===== config.mk =====
export PLATFORM = sky130hd
export DESIGN_NAME = mtc_timestamp_clock
export DESIGN_NICKNAME = d
export VERILOG_FILES = /design/src/design/mtc_pkg.sv /design/src/design/mtc_timestamp_clock.sv
export SDC_FILE = /design/constraint.sdc
export NUM_CORES = 1
export LEC_CHECK = 0
export BUFFER_PORTS_ARGS = -buffer_cell sky130_fd_sc_hd__buf_2
export CAP_MARGIN = 20
export CORE_MARGIN = 4
export CORE_UTILIZATION = 58
export DETAILED_ROUTE_END_ITERATION = 10
export PLACE_DENSITY = 0.86
export SYNTH_ARGS = -nofsm -noshare
export SYNTH_HDL_FRONTEND = slang
export SYNTH_SLANG_ARGS = --single-unit

===== constraint.sdc =====
create_clock -name mclk -period 5 [get_ports mclk]
set_input_delay 1 -clock mclk [delete_from_list [all_inputs] [get_ports mclk]]
set_output_delay 1 -clock mclk [all_outputs]
set_load 0.05 [all_outputs]

===== src/design/mtc_pkg.sv =====
// Purpose: shared constants and carriers for the management timestamp clock
// Assumes: 250 MHz controller clock, 32-bit seconds count in ipmi time format
// Notes:   rtc read is a request/answer handshake toward an smbus master engine
package mtc_pkg;
    localparam int unsigned CLK_HZ      = 250_000_000;           // controller clock rate
    localparam int unsigned TICK_SEC    = 1;                     // one count per second
    localparam int unsigned TICK_CYCLES = CLK_HZ * TICK_SEC;     // cycles per second
    localparam int          TIME_W      = 32;                    // ipmi time width
    localparam logic [TIME_W-1:0] TIME_ZERO = 32'h0000_0000;     // fallback start value

    // command carrier: get sel time, get sdr time, set sel time
    typedef enum logic [1:0] {
        MTC_CMD_NONE,
        MTC_CMD_GET_SEL,
        MTC_CMD_GET_SDR,
        MTC_CMD_SET_SEL
    } mtc_cmd_t;

    typedef struct packed {
        logic              valid;
        mtc_cmd_t          cmd;
        logic [TIME_W-1:0] data;
    } mtc_req_t;

    typedef struct packed {
        logic              valid;
        logic [TIME_W-1:0] data;
    } mtc_rsp_t;
endpackage


===== src/design/mtc_timestamp_clock.sv =====
// Purpose: internal timestamp clock of the management_controller
// Assumes: rtc read done by an external smbus engine on the shared host bus
// Notes:   selftest_done comes from a pin and is synchronised here
`timescale 1ns/1ps
`default_nettype none

////////////////////////////////////////////////////////////////////////////////
// Summary of operation
// after reset, load the timestamp from the system rtc by a slave read.
// normally read the rtc at once, before the host powers on.
// start no rtc access after host reset until selftest_done asserts.
// abandon a pending rtc read when selftest_done deasserts while the host is powered.
// if selftest is running when ready, start from zero and count up.
// host firmware writes current time after selftest finishes.
// timestamp read by get sel/sdr time, written by set sel time.
// set sel time changes only the internal count, never the rtc.
// on a hung multi-master bus the initiating master performs recovery.
// advance the timestamp by one each second of the controller clock.
module mtc_timestamp_clock
    import mtc_pkg::*;
(
    // clock and reset
    input  wire logic              mclk,
    input  wire logic              nrst,
    // host status pins
    input  wire logic              host_powered,
    input  wire logic              selftest_done,
    // rtc read engine on the host smbus
    output logic                   rtc_rd_req,
    output logic                   rtc_rd_abort,
    input  wire logic              rtc_rd_ack,
    input  wire logic              rtc_rd_err,
    input  wire logic [TIME_W-1:0] rtc_rd_data,
    input  wire logic              bus_hung,
    output logic                   bus_recover,
    // ipmi time commands
    input  wire mtc_req_t          cmd_req,
    output mtc_rsp_t               cmd_rsp,
    // timestamp and state
    output logic [TIME_W-1:0]      stamp,
    output logic                   stamp_from_rtc
);

    typedef enum logic [1:0] {MTC_IDLE, MTC_WAIT, MTC_READ, MTC_RUN} mtc_state_t;

    mtc_state_t         state;
    logic               pwr_s1, pwr_s2, std_s1, std_s2, std_q;
    logic [27:0]        tick_cnt;
    logic               tick;
    logic               fell;
    logic [1:0]         sync_fill;

    ////////////////////////////////////////////////////////////////////////////
    // two-flop synchronisers for host pins
    always_ff @(posedge mclk or negedge nrst) begin
        if (!nrst) begin
            pwr_s1 <= 1'b0;
            pwr_s2 <= 1'b0;
            std_s1 <= 1'b0;
            std_s2 <= 1'b0;
            std_q  <= 1'b0;
        end else begin
            pwr_s1 <= host_powered;
            pwr_s2 <= pwr_s1;
            std_s1 <= selftest_done;
            std_s2 <= std_s1;
            std_q  <= std_s2;
        end
    end

    assign fell = std_q && !std_s2;  // selftest_done deasserted

    ////////////////////////////////////////////////////////////////////////////
    // synchroniser fill: host pins are trusted once both stages hold them,
    // so a powered host is never mistaken for an off one after reset
    always_ff @(posedge mclk or negedge nrst) begin
        if (!nrst) begin
            sync_fill <= '0;
        end else begin
            sync_fill <= {sync_fill[0], 1'b1};
        end
    end

    ////////////////////////////////////////////////////////////////////////////
    // one-second enable divider
    always_ff @(posedge mclk or negedge nrst) begin
        if (!nrst) begin
            tick_cnt <= '0;
        end else if (tick_cnt == 28'(TICK_CYCLES - 1)) begin
            tick_cnt <= '0;
        end else begin
            tick_cnt <= tick_cnt + 28'h0000001;
        end
    end

    assign tick = (tick_cnt == 28'(TICK_CYCLES - 1));

    ////////////////////////////////////////////////////////////////////////////
    // init sequence: read rtc when host off or selftest done
    always_ff @(posedge mclk or negedge nrst) begin
        if (!nrst) begin
            state        <= MTC_IDLE;
            rtc_rd_req   <= 1'b0;
            rtc_rd_abort <= 1'b0;
        end else begin
            rtc_rd_abort <= 1'b0;
            unique case (state)
                MTC_IDLE: begin
                    if (!sync_fill[1]) begin
                        state <= MTC_IDLE;           // reset values are not pin levels
                    end else if (!pwr_s2 || std_s2) begin
                        state      <= MTC_READ;
                        rtc_rd_req <= 1'b1;
                    end else begin
                        state <= MTC_WAIT;
                    end
                end
                MTC_WAIT: begin
                    if (std_s2) begin
                        state      <= MTC_READ;
                        rtc_rd_req <= 1'b1;
                    end
                end
                MTC_READ: begin
                    if (pwr_s2 && (fell || !std_s2)) begin
                        state        <= MTC_WAIT;
                        rtc_rd_req   <= 1'b0;
                        rtc_rd_abort <= 1'b1;
                    end else if (rtc_rd_ack || rtc_rd_err) begin
                        state      <= MTC_RUN;
                        rtc_rd_req <= 1'b0;
                    end
                end
                MTC_RUN: begin
                    rtc_rd_req <= 1'b0;
                end
            endcase
        end
    end

    ////////////////////////////////////////////////////////////////////////////
    // recovery only for our own hung transaction
    always_ff @(posedge mclk or negedge nrst) begin
        if (!nrst) begin
            bus_recover <= 1'b0;
        end else begin
            bus_recover <= bus_hung && rtc_rd_req;
        end
    end

    ////////////////////////////////////////////////////////////////////////////
    // timestamp count
    always_ff @(posedge mclk or negedge nrst) begin
        if (!nrst) begin
            stamp          <= TIME_ZERO;
            stamp_from_rtc <= 1'b0;
        end else if (cmd_req.valid && cmd_req.cmd == MTC_CMD_SET_SEL) begin
            stamp <= cmd_req.data;
        end else if (state == MTC_READ && rtc_rd_ack && !rtc_rd_err
                     && !(pwr_s2 && !std_s2)) begin
            stamp          <= rtc_rd_data;
            stamp_from_rtc <= 1'b1;
        end else if (tick) begin
            stamp <= stamp + 32'h0000_0001;
        end
    end

    ////////////////////////////////////////////////////////////////////////////
    // command answers: one cycle after request
    always_ff @(posedge mclk or negedge nrst) begin
        if (!nrst) begin
            cmd_rsp <= '0;
        end else begin
            cmd_rsp.valid <= cmd_req.valid && cmd_req.cmd != MTC_CMD_NONE;
            cmd_rsp.data  <= (cmd_req.cmd == MTC_CMD_SET_SEL) ? cmd_req.data : stamp;
        end
    end
endmodule

`default_nettype wire


# After elaboration in Yosys (flattened, before gate mapping)
# Index checks and enable logic that the tools add are counted.
[totals]
register_bits = 106
output_inout_bits = 69
wordCells = 69
[op_classes]
n_eq_ne = 9
n_reduce_logical = 23
n_addsub = 2
bitwise_logic = 1
n_mux = 19
[op_table]
columns = ["op", "count"]
rows = [
  ["32-bit two-way mux", 4],
  ["32-bit by 1-bit adder with 32-bit output, second input constant", 1],
  ["28-bit by 1-bit adder with 28-bit output, second input constant", 1],
  ["28-bit == test, second input constant", 1],
  ["28-bit two-way mux", 1],
  ["2-bit two-way mux", 5],
  ["1-bit logical AND", 9],
  ["1-bit two-way mux", 7],
  ["2-bit == test, second input constant", 3],
  ["2-bit inequality test, second input constant", 3],
  ["2-bit case mux with 3 select lines", 1],
  ["3-bit nonzero test", 2],
  ["1-bit logical NOT", 4],
  ["1-bit case mux with 4 select lines", 1],
  ["4-bit AND reduction", 1],
  ["1-bit logical OR", 3],
  ["3-bit inequality test, second input constant", 1],
  ["3-bit AND reduction", 1],
  ["2-bit by 1-bit == test with 1-bit output, second input constant", 1],
  ["2-bit logical NOT", 1],
  ["2-bit AND reduction", 1],
  ["2-bit nonzero test", 1],
  ["1-bit NOT", 1],
]

# Longest topological paths before layout
[logic_depth]
ltp_word = 6
depth_mapped = 9
ltp_nobuf = 7

# Least setup slack after synthesis
# No wires, ideal clock.
[synth_timing]
kind = "register to register"
start = "register stamp[5]"
end = "register stamp[27]"
setup_slack_ps = 2734
arrival_ps = 2144
period_less_slack_ps = 2266
stages_incl_launch_ff = 8
required_time_ps = 4878
path_buffers = 2
setup_time_ps = 122
path_cell_list = "dfrtp_1 -> clkbuf_2 -> nand4_1 -> or4_4 -> buf_6 -> nor3_2 -> a31oi_1 -> o22a_1"
[synth_via]
elab_chain_cells = 4
[synth_lines]
columns = ["element", "line_no", "text"]
rows = [
  ["start: declaration", "mtc_timestamp_clock.sv:40", "output logic [TIME_W-1:0] stamp,"],
  ["start signal: assignment", "mtc_timestamp_clock.sv:158", "stamp <= cmd_req.data;"],
  ["start signal: assignment", "mtc_timestamp_clock.sv:161", "stamp <= rtc_rd_data;"],
  ["start signal: assignment", "mtc_timestamp_clock.sv:164", "stamp <= stamp + 32'h0000_0001;"],
  ["32-bit by 1-bit adder with 32-bit output", "mtc_timestamp_clock.sv:164", ""],
  ["32-bit two-way mux", "mtc_timestamp_clock.sv:163", "end else if (tick) begin"],
  ["32-bit two-way mux", "mtc_timestamp_clock.sv:159", "end else if (state == MTC_READ && rtc_rd_ack && !rtc_rd_err"],
  ["32-bit two-way mux", "mtc_timestamp_clock.sv:157", "end else if (cmd_req.valid && cmd_req.cmd == MTC_CMD_SET_SEL) begin"],
]
# Every way passes these cells. The select of a mux whose other input is x is not followed.
# A chain may end at the register's enable or synchronous reset.

# Worst setup path in the final report
[layout_timing]
start = "input cmd_req[32] (netlist name)"
end = "register stamp[29]"
[layout_via]
elab_chain_cells = 3
word_cells_on_any_way = 4
classes_between = "eq/ne (1); mux (1); reduce/logical (2)"
[layout_lines]
columns = ["element", "line_no", "text"]
rows = [
  ["start: declaration", "mtc_timestamp_clock.sv:37", "input wire mtc_req_t cmd_req,"],
  ["2-bit == test *", "mtc_timestamp_clock.sv:157", ""],
  ["1-bit logical AND *", "mtc_timestamp_clock.sv:157", ""],
  ["3-bit nonzero test (no source line) / 32-bit two-way mux (equally long branches)", "-", ""],
]
# Every way passes the cells marked *; elsewhere a longest branch is shown, timed or not.

==> flow_summary.json <==
{
  "clkLatencyLatePin_ns": 0.37,
  "worst_ep_required_time_ns": 5.27,
  "p_per_area_nw_per_um2": 275.0,
  "antenna_cells": 0,
  "port_buffers": 142,
  "routed_wl_um": 15210,
  "cts_max_level": 3,
  "r2r_start": "state[0]",
  "most-common-layout-cells": "buf_2 (141), dfrtp_1 (105), nand2_1 (72)",
  "crit_arrival_ns": 3.07,
  "syn_avg_cell_area_sq_um": 9.874,
  "fp.coreArea_sq_um": 9328,
  "drt_iter0_drc": 498,
  "ant_nets": 0,
  "finalSetupViolations": 0,
  "stdcell_count": 832,
  "path_buf_inv": 1,
  "synthesis.nets": 651,
  "dominantRegCellSynth": "dfrtp_1",
  "hold_viol_final": 0,
  "nets": 781,
  "period_minus_slack_ns": 2.801,
  "regArea_sq_um": 2628,
  "drt-pass1-iter-count": 5,
  "post-place-cells": 817,
  "fmax_mhz": 357.1,
  "grt_pass1_vias": 4976,
  "worst_pin_slew_ns": 1.072,
  "synth_adder_area_share_pct": 1.556,
  "holdPathEnd": "sync_fill[1]",
  "fin_area_sq_um": 6608,
  "p_leak_nw": 3.278,
  "final_common_cell": "buf_2",
  "path_cells": "buf_2 > nand3_1 > nand2_1 > o22ai_1 > a211oi_1",
  "ys_ff_latch": 105,
  "whs_path_depth": 0,
  "reg2reg_to": "stamp[7]",
  "place_hpwl_um": 10690,
  "vias": 5102,
  "cts_hold_buffers": 0,
  "status": "complete, no violations",
  "muxShareOfSynthArea_pct": 7.159,
  "yosysSeqAreaShare_pct": 46.69,
  "gp_congestion": 0.8689,
  "drc_errors": 0,
  "grt_start_max_net_pins": 79,
  "crit_type": "in2reg",
  "grt_setup_unrepaired": "false",
  "r2r.worst_path.cells": 8,
  "critPathLaunchType": "input port",
  "cts-root-buf": "clkbuf_8",
  "vias_per_cell": 6.132,
  "multi_input_area_sq_um": 2774,
  "cts_sinks": 105,
  "post_cts_buffers": 0,
  "die_y_um": 106.5,
  "post_dp_cell_area_sq_um": 6396,
  "synth_cells": 570,
  "rrSetupSlack_ns": 2.29,
  "finalCritPeriodShare_pct": 56.01,
  "cp_slowest_stage_delay_ns": 1.04,
  "rows": 35,
  "cts_buffer_depth": 2,
  "initial_core_util_pct": 60.34,
  "hold_class": "reg2reg",
  "die_area_sq_um": 11340,
  "drive_above_1_share_pct": 30.58,
  "slew_violations": 0,
  "ctsResizeCount": 0,
  "grt_pass1_wl_um": 24560,
  "syn-cell-area_sq_um": 5628,
  "pin_count": 143,
  "synth_simple_gate_area_share_pct": 20.01,
  "cts_tree": "built",
  "fin_setup_tns_ns": 0,
  "ys_warn_count": 0,
  "die_x_um": 106.5,
  "synthArstFlopShare_pct": 100.0,
  "fillCellCount": 710,
  "area_growth_pct": 17.41,
  "grt_overflow": 0,
  "wire_per_inst_um": 18.28,
  "antenna_found_initial": 0,
  "crit_family": "simple AND/OR/NAND/NOR gates",
  "vdd_drop_max_uv": 157.0,
  "synth_compound_area_share_pct": 16.25,
  "yosys.cell_types.count": 60,
  "finalClockSkew_ns": 0.01540,
  "cp_slowest_cell": "nand2_1",
  "relSlewSlack_pct": 28.36,
  "whs_ns": 0.3581,
  "synth_edf_count": 0,
  "max_cap_violations": 0,
  "cts_made_buffers": 9,
  "grt_use_total_pct": 26.83,
  "synth-xor-area-share_pct": 4.202,
  "synth_top_family_by_area": "simple AND/OR/NAND/NOR gates",
  "min_from": "sync_fill[0]",
  "critical_path.endpoint_type": "flop",
  "p_total_mw": 1.817,
  "clk_pin_slew_ns": 0.09,
  "path_max_fanout": 31
}
-- layout make-up --
class                   instances  share of cell area, %
inverters                      14                 0.7953
well taps                     129                  2.443
flip-flops and latches        105                  39.77
multi-input cells             419                  41.98
clock inverters                 3                 0.6438
clock buffers                  11                  2.140
repair buffers                151                  12.23
-- metrics by stage --
stage | util [%] | setup WS [ns]
6_report | 70.84 | 2.199
5_1_grt | 70.84 | 1.968
4_1_cts | 70.54 | 2.269
3_5_place_dp | 68.57 | 1.907
3_3_place_gp | 68.41 | 1.936
2_1_floorplan | - | 2.734
-- worst register-to-register path, cell delays in order, from the launching register on --
cell	delay, ns
dfrtp_1	0.42
inv_1	0.10
ha_1	0.27
nor2b_1	0.17
nand3_1	0.08
buf_4	0.29
nand2_1	0.68
a31oi_1	0.43
a2bb2oi_1	0.19
-- worst max path at each step --
stage                start         to  slack [ns]  cells after the start
2_1_floorplan     stamp[5]  stamp[27]        2.73                      7
3_5_place_dp   cmd_req[32]  stamp[29]        1.91                      5
3_3_place_gp   cmd_req[34]  stamp[30]        1.94                      6
6_report       cmd_req[32]  stamp[29]        2.20                      5
5_1_grt        cmd_req[32]  stamp[28]        1.97                      5
4_1_cts        cmd_req[32]  stamp[29]        2.27                      5
-- flip-flops by register name, summed over array words and instances, names as in the netlist --
name,flops
bus_recover,1
tick_cnt,28
std_s1,1
rtc_rd_abort,1
pwr_s1,1
rtc_rd_req,1
state,2
stamp_from_rtc,1
pwr_s2,1
std_s2,1
cmd_rsp,33
sync_fill,2
stamp,32
-- kinds of logic after synthesis --
group | after synthesis
compound gates | 130
xor+xnor | 27
fa+ha+maj | 7
buf+inv | 46
flops | 105
mux | 36
other cells | 1
simple gates | 218
-- Yosys cell counts (4+ instances only) --
master,count,area (sq um)
a21oi_1,9,45.04
a22oi_1,6,45.04
a2bb2oi_1,26,227.7
a31oi_1,22,137.6
and2_1,10,62.56
and3_1,21,131.4
and3_2,5,37.54
and4_1,4,35.03
buf_2,5,25.02
buf_6,4,45.04
clkbuf_1,15,56.30
dfrtp_1,105,2628
ha_1,7,87.58
inv_1,14,52.55
mux2_2,34,382.9
nand2_1,72,270.3
nand3_1,23,115.1
nand4_1,14,87.58
nor2_1,34,127.6
nor3_1,13,65.06
nor4_1,5,31.28
o21ai_0,26,130.1
o21ai_1,4,20.02
o22a_1,14,122.6
o22ai_1,7,43.79
xnor2_1,14,122.6
xor2_1,13,113.9
-- power breakdown --
part           internal [mW]  switching, mW  total, mW
clock network          0.240          0.279      0.518
logic                  0.107          0.257      0.364
registers              0.893         0.0422      0.935
-- routing by layer --
| metal | track usage (%) | vias up | routed length [um] |
|---|---|---|---|
| li1 | - | 2334 | - |
| met1 | 36.05 | 2470 | 6049 |
| met2 | 44.80 | 273 | 7590 |
| met3 | 4.311 | 25 | 1284 |
| met4 | 8.493 | 0 | 283 |
| met5 | 0 | - | 0 |
Power figures use the tool's default switching activity.
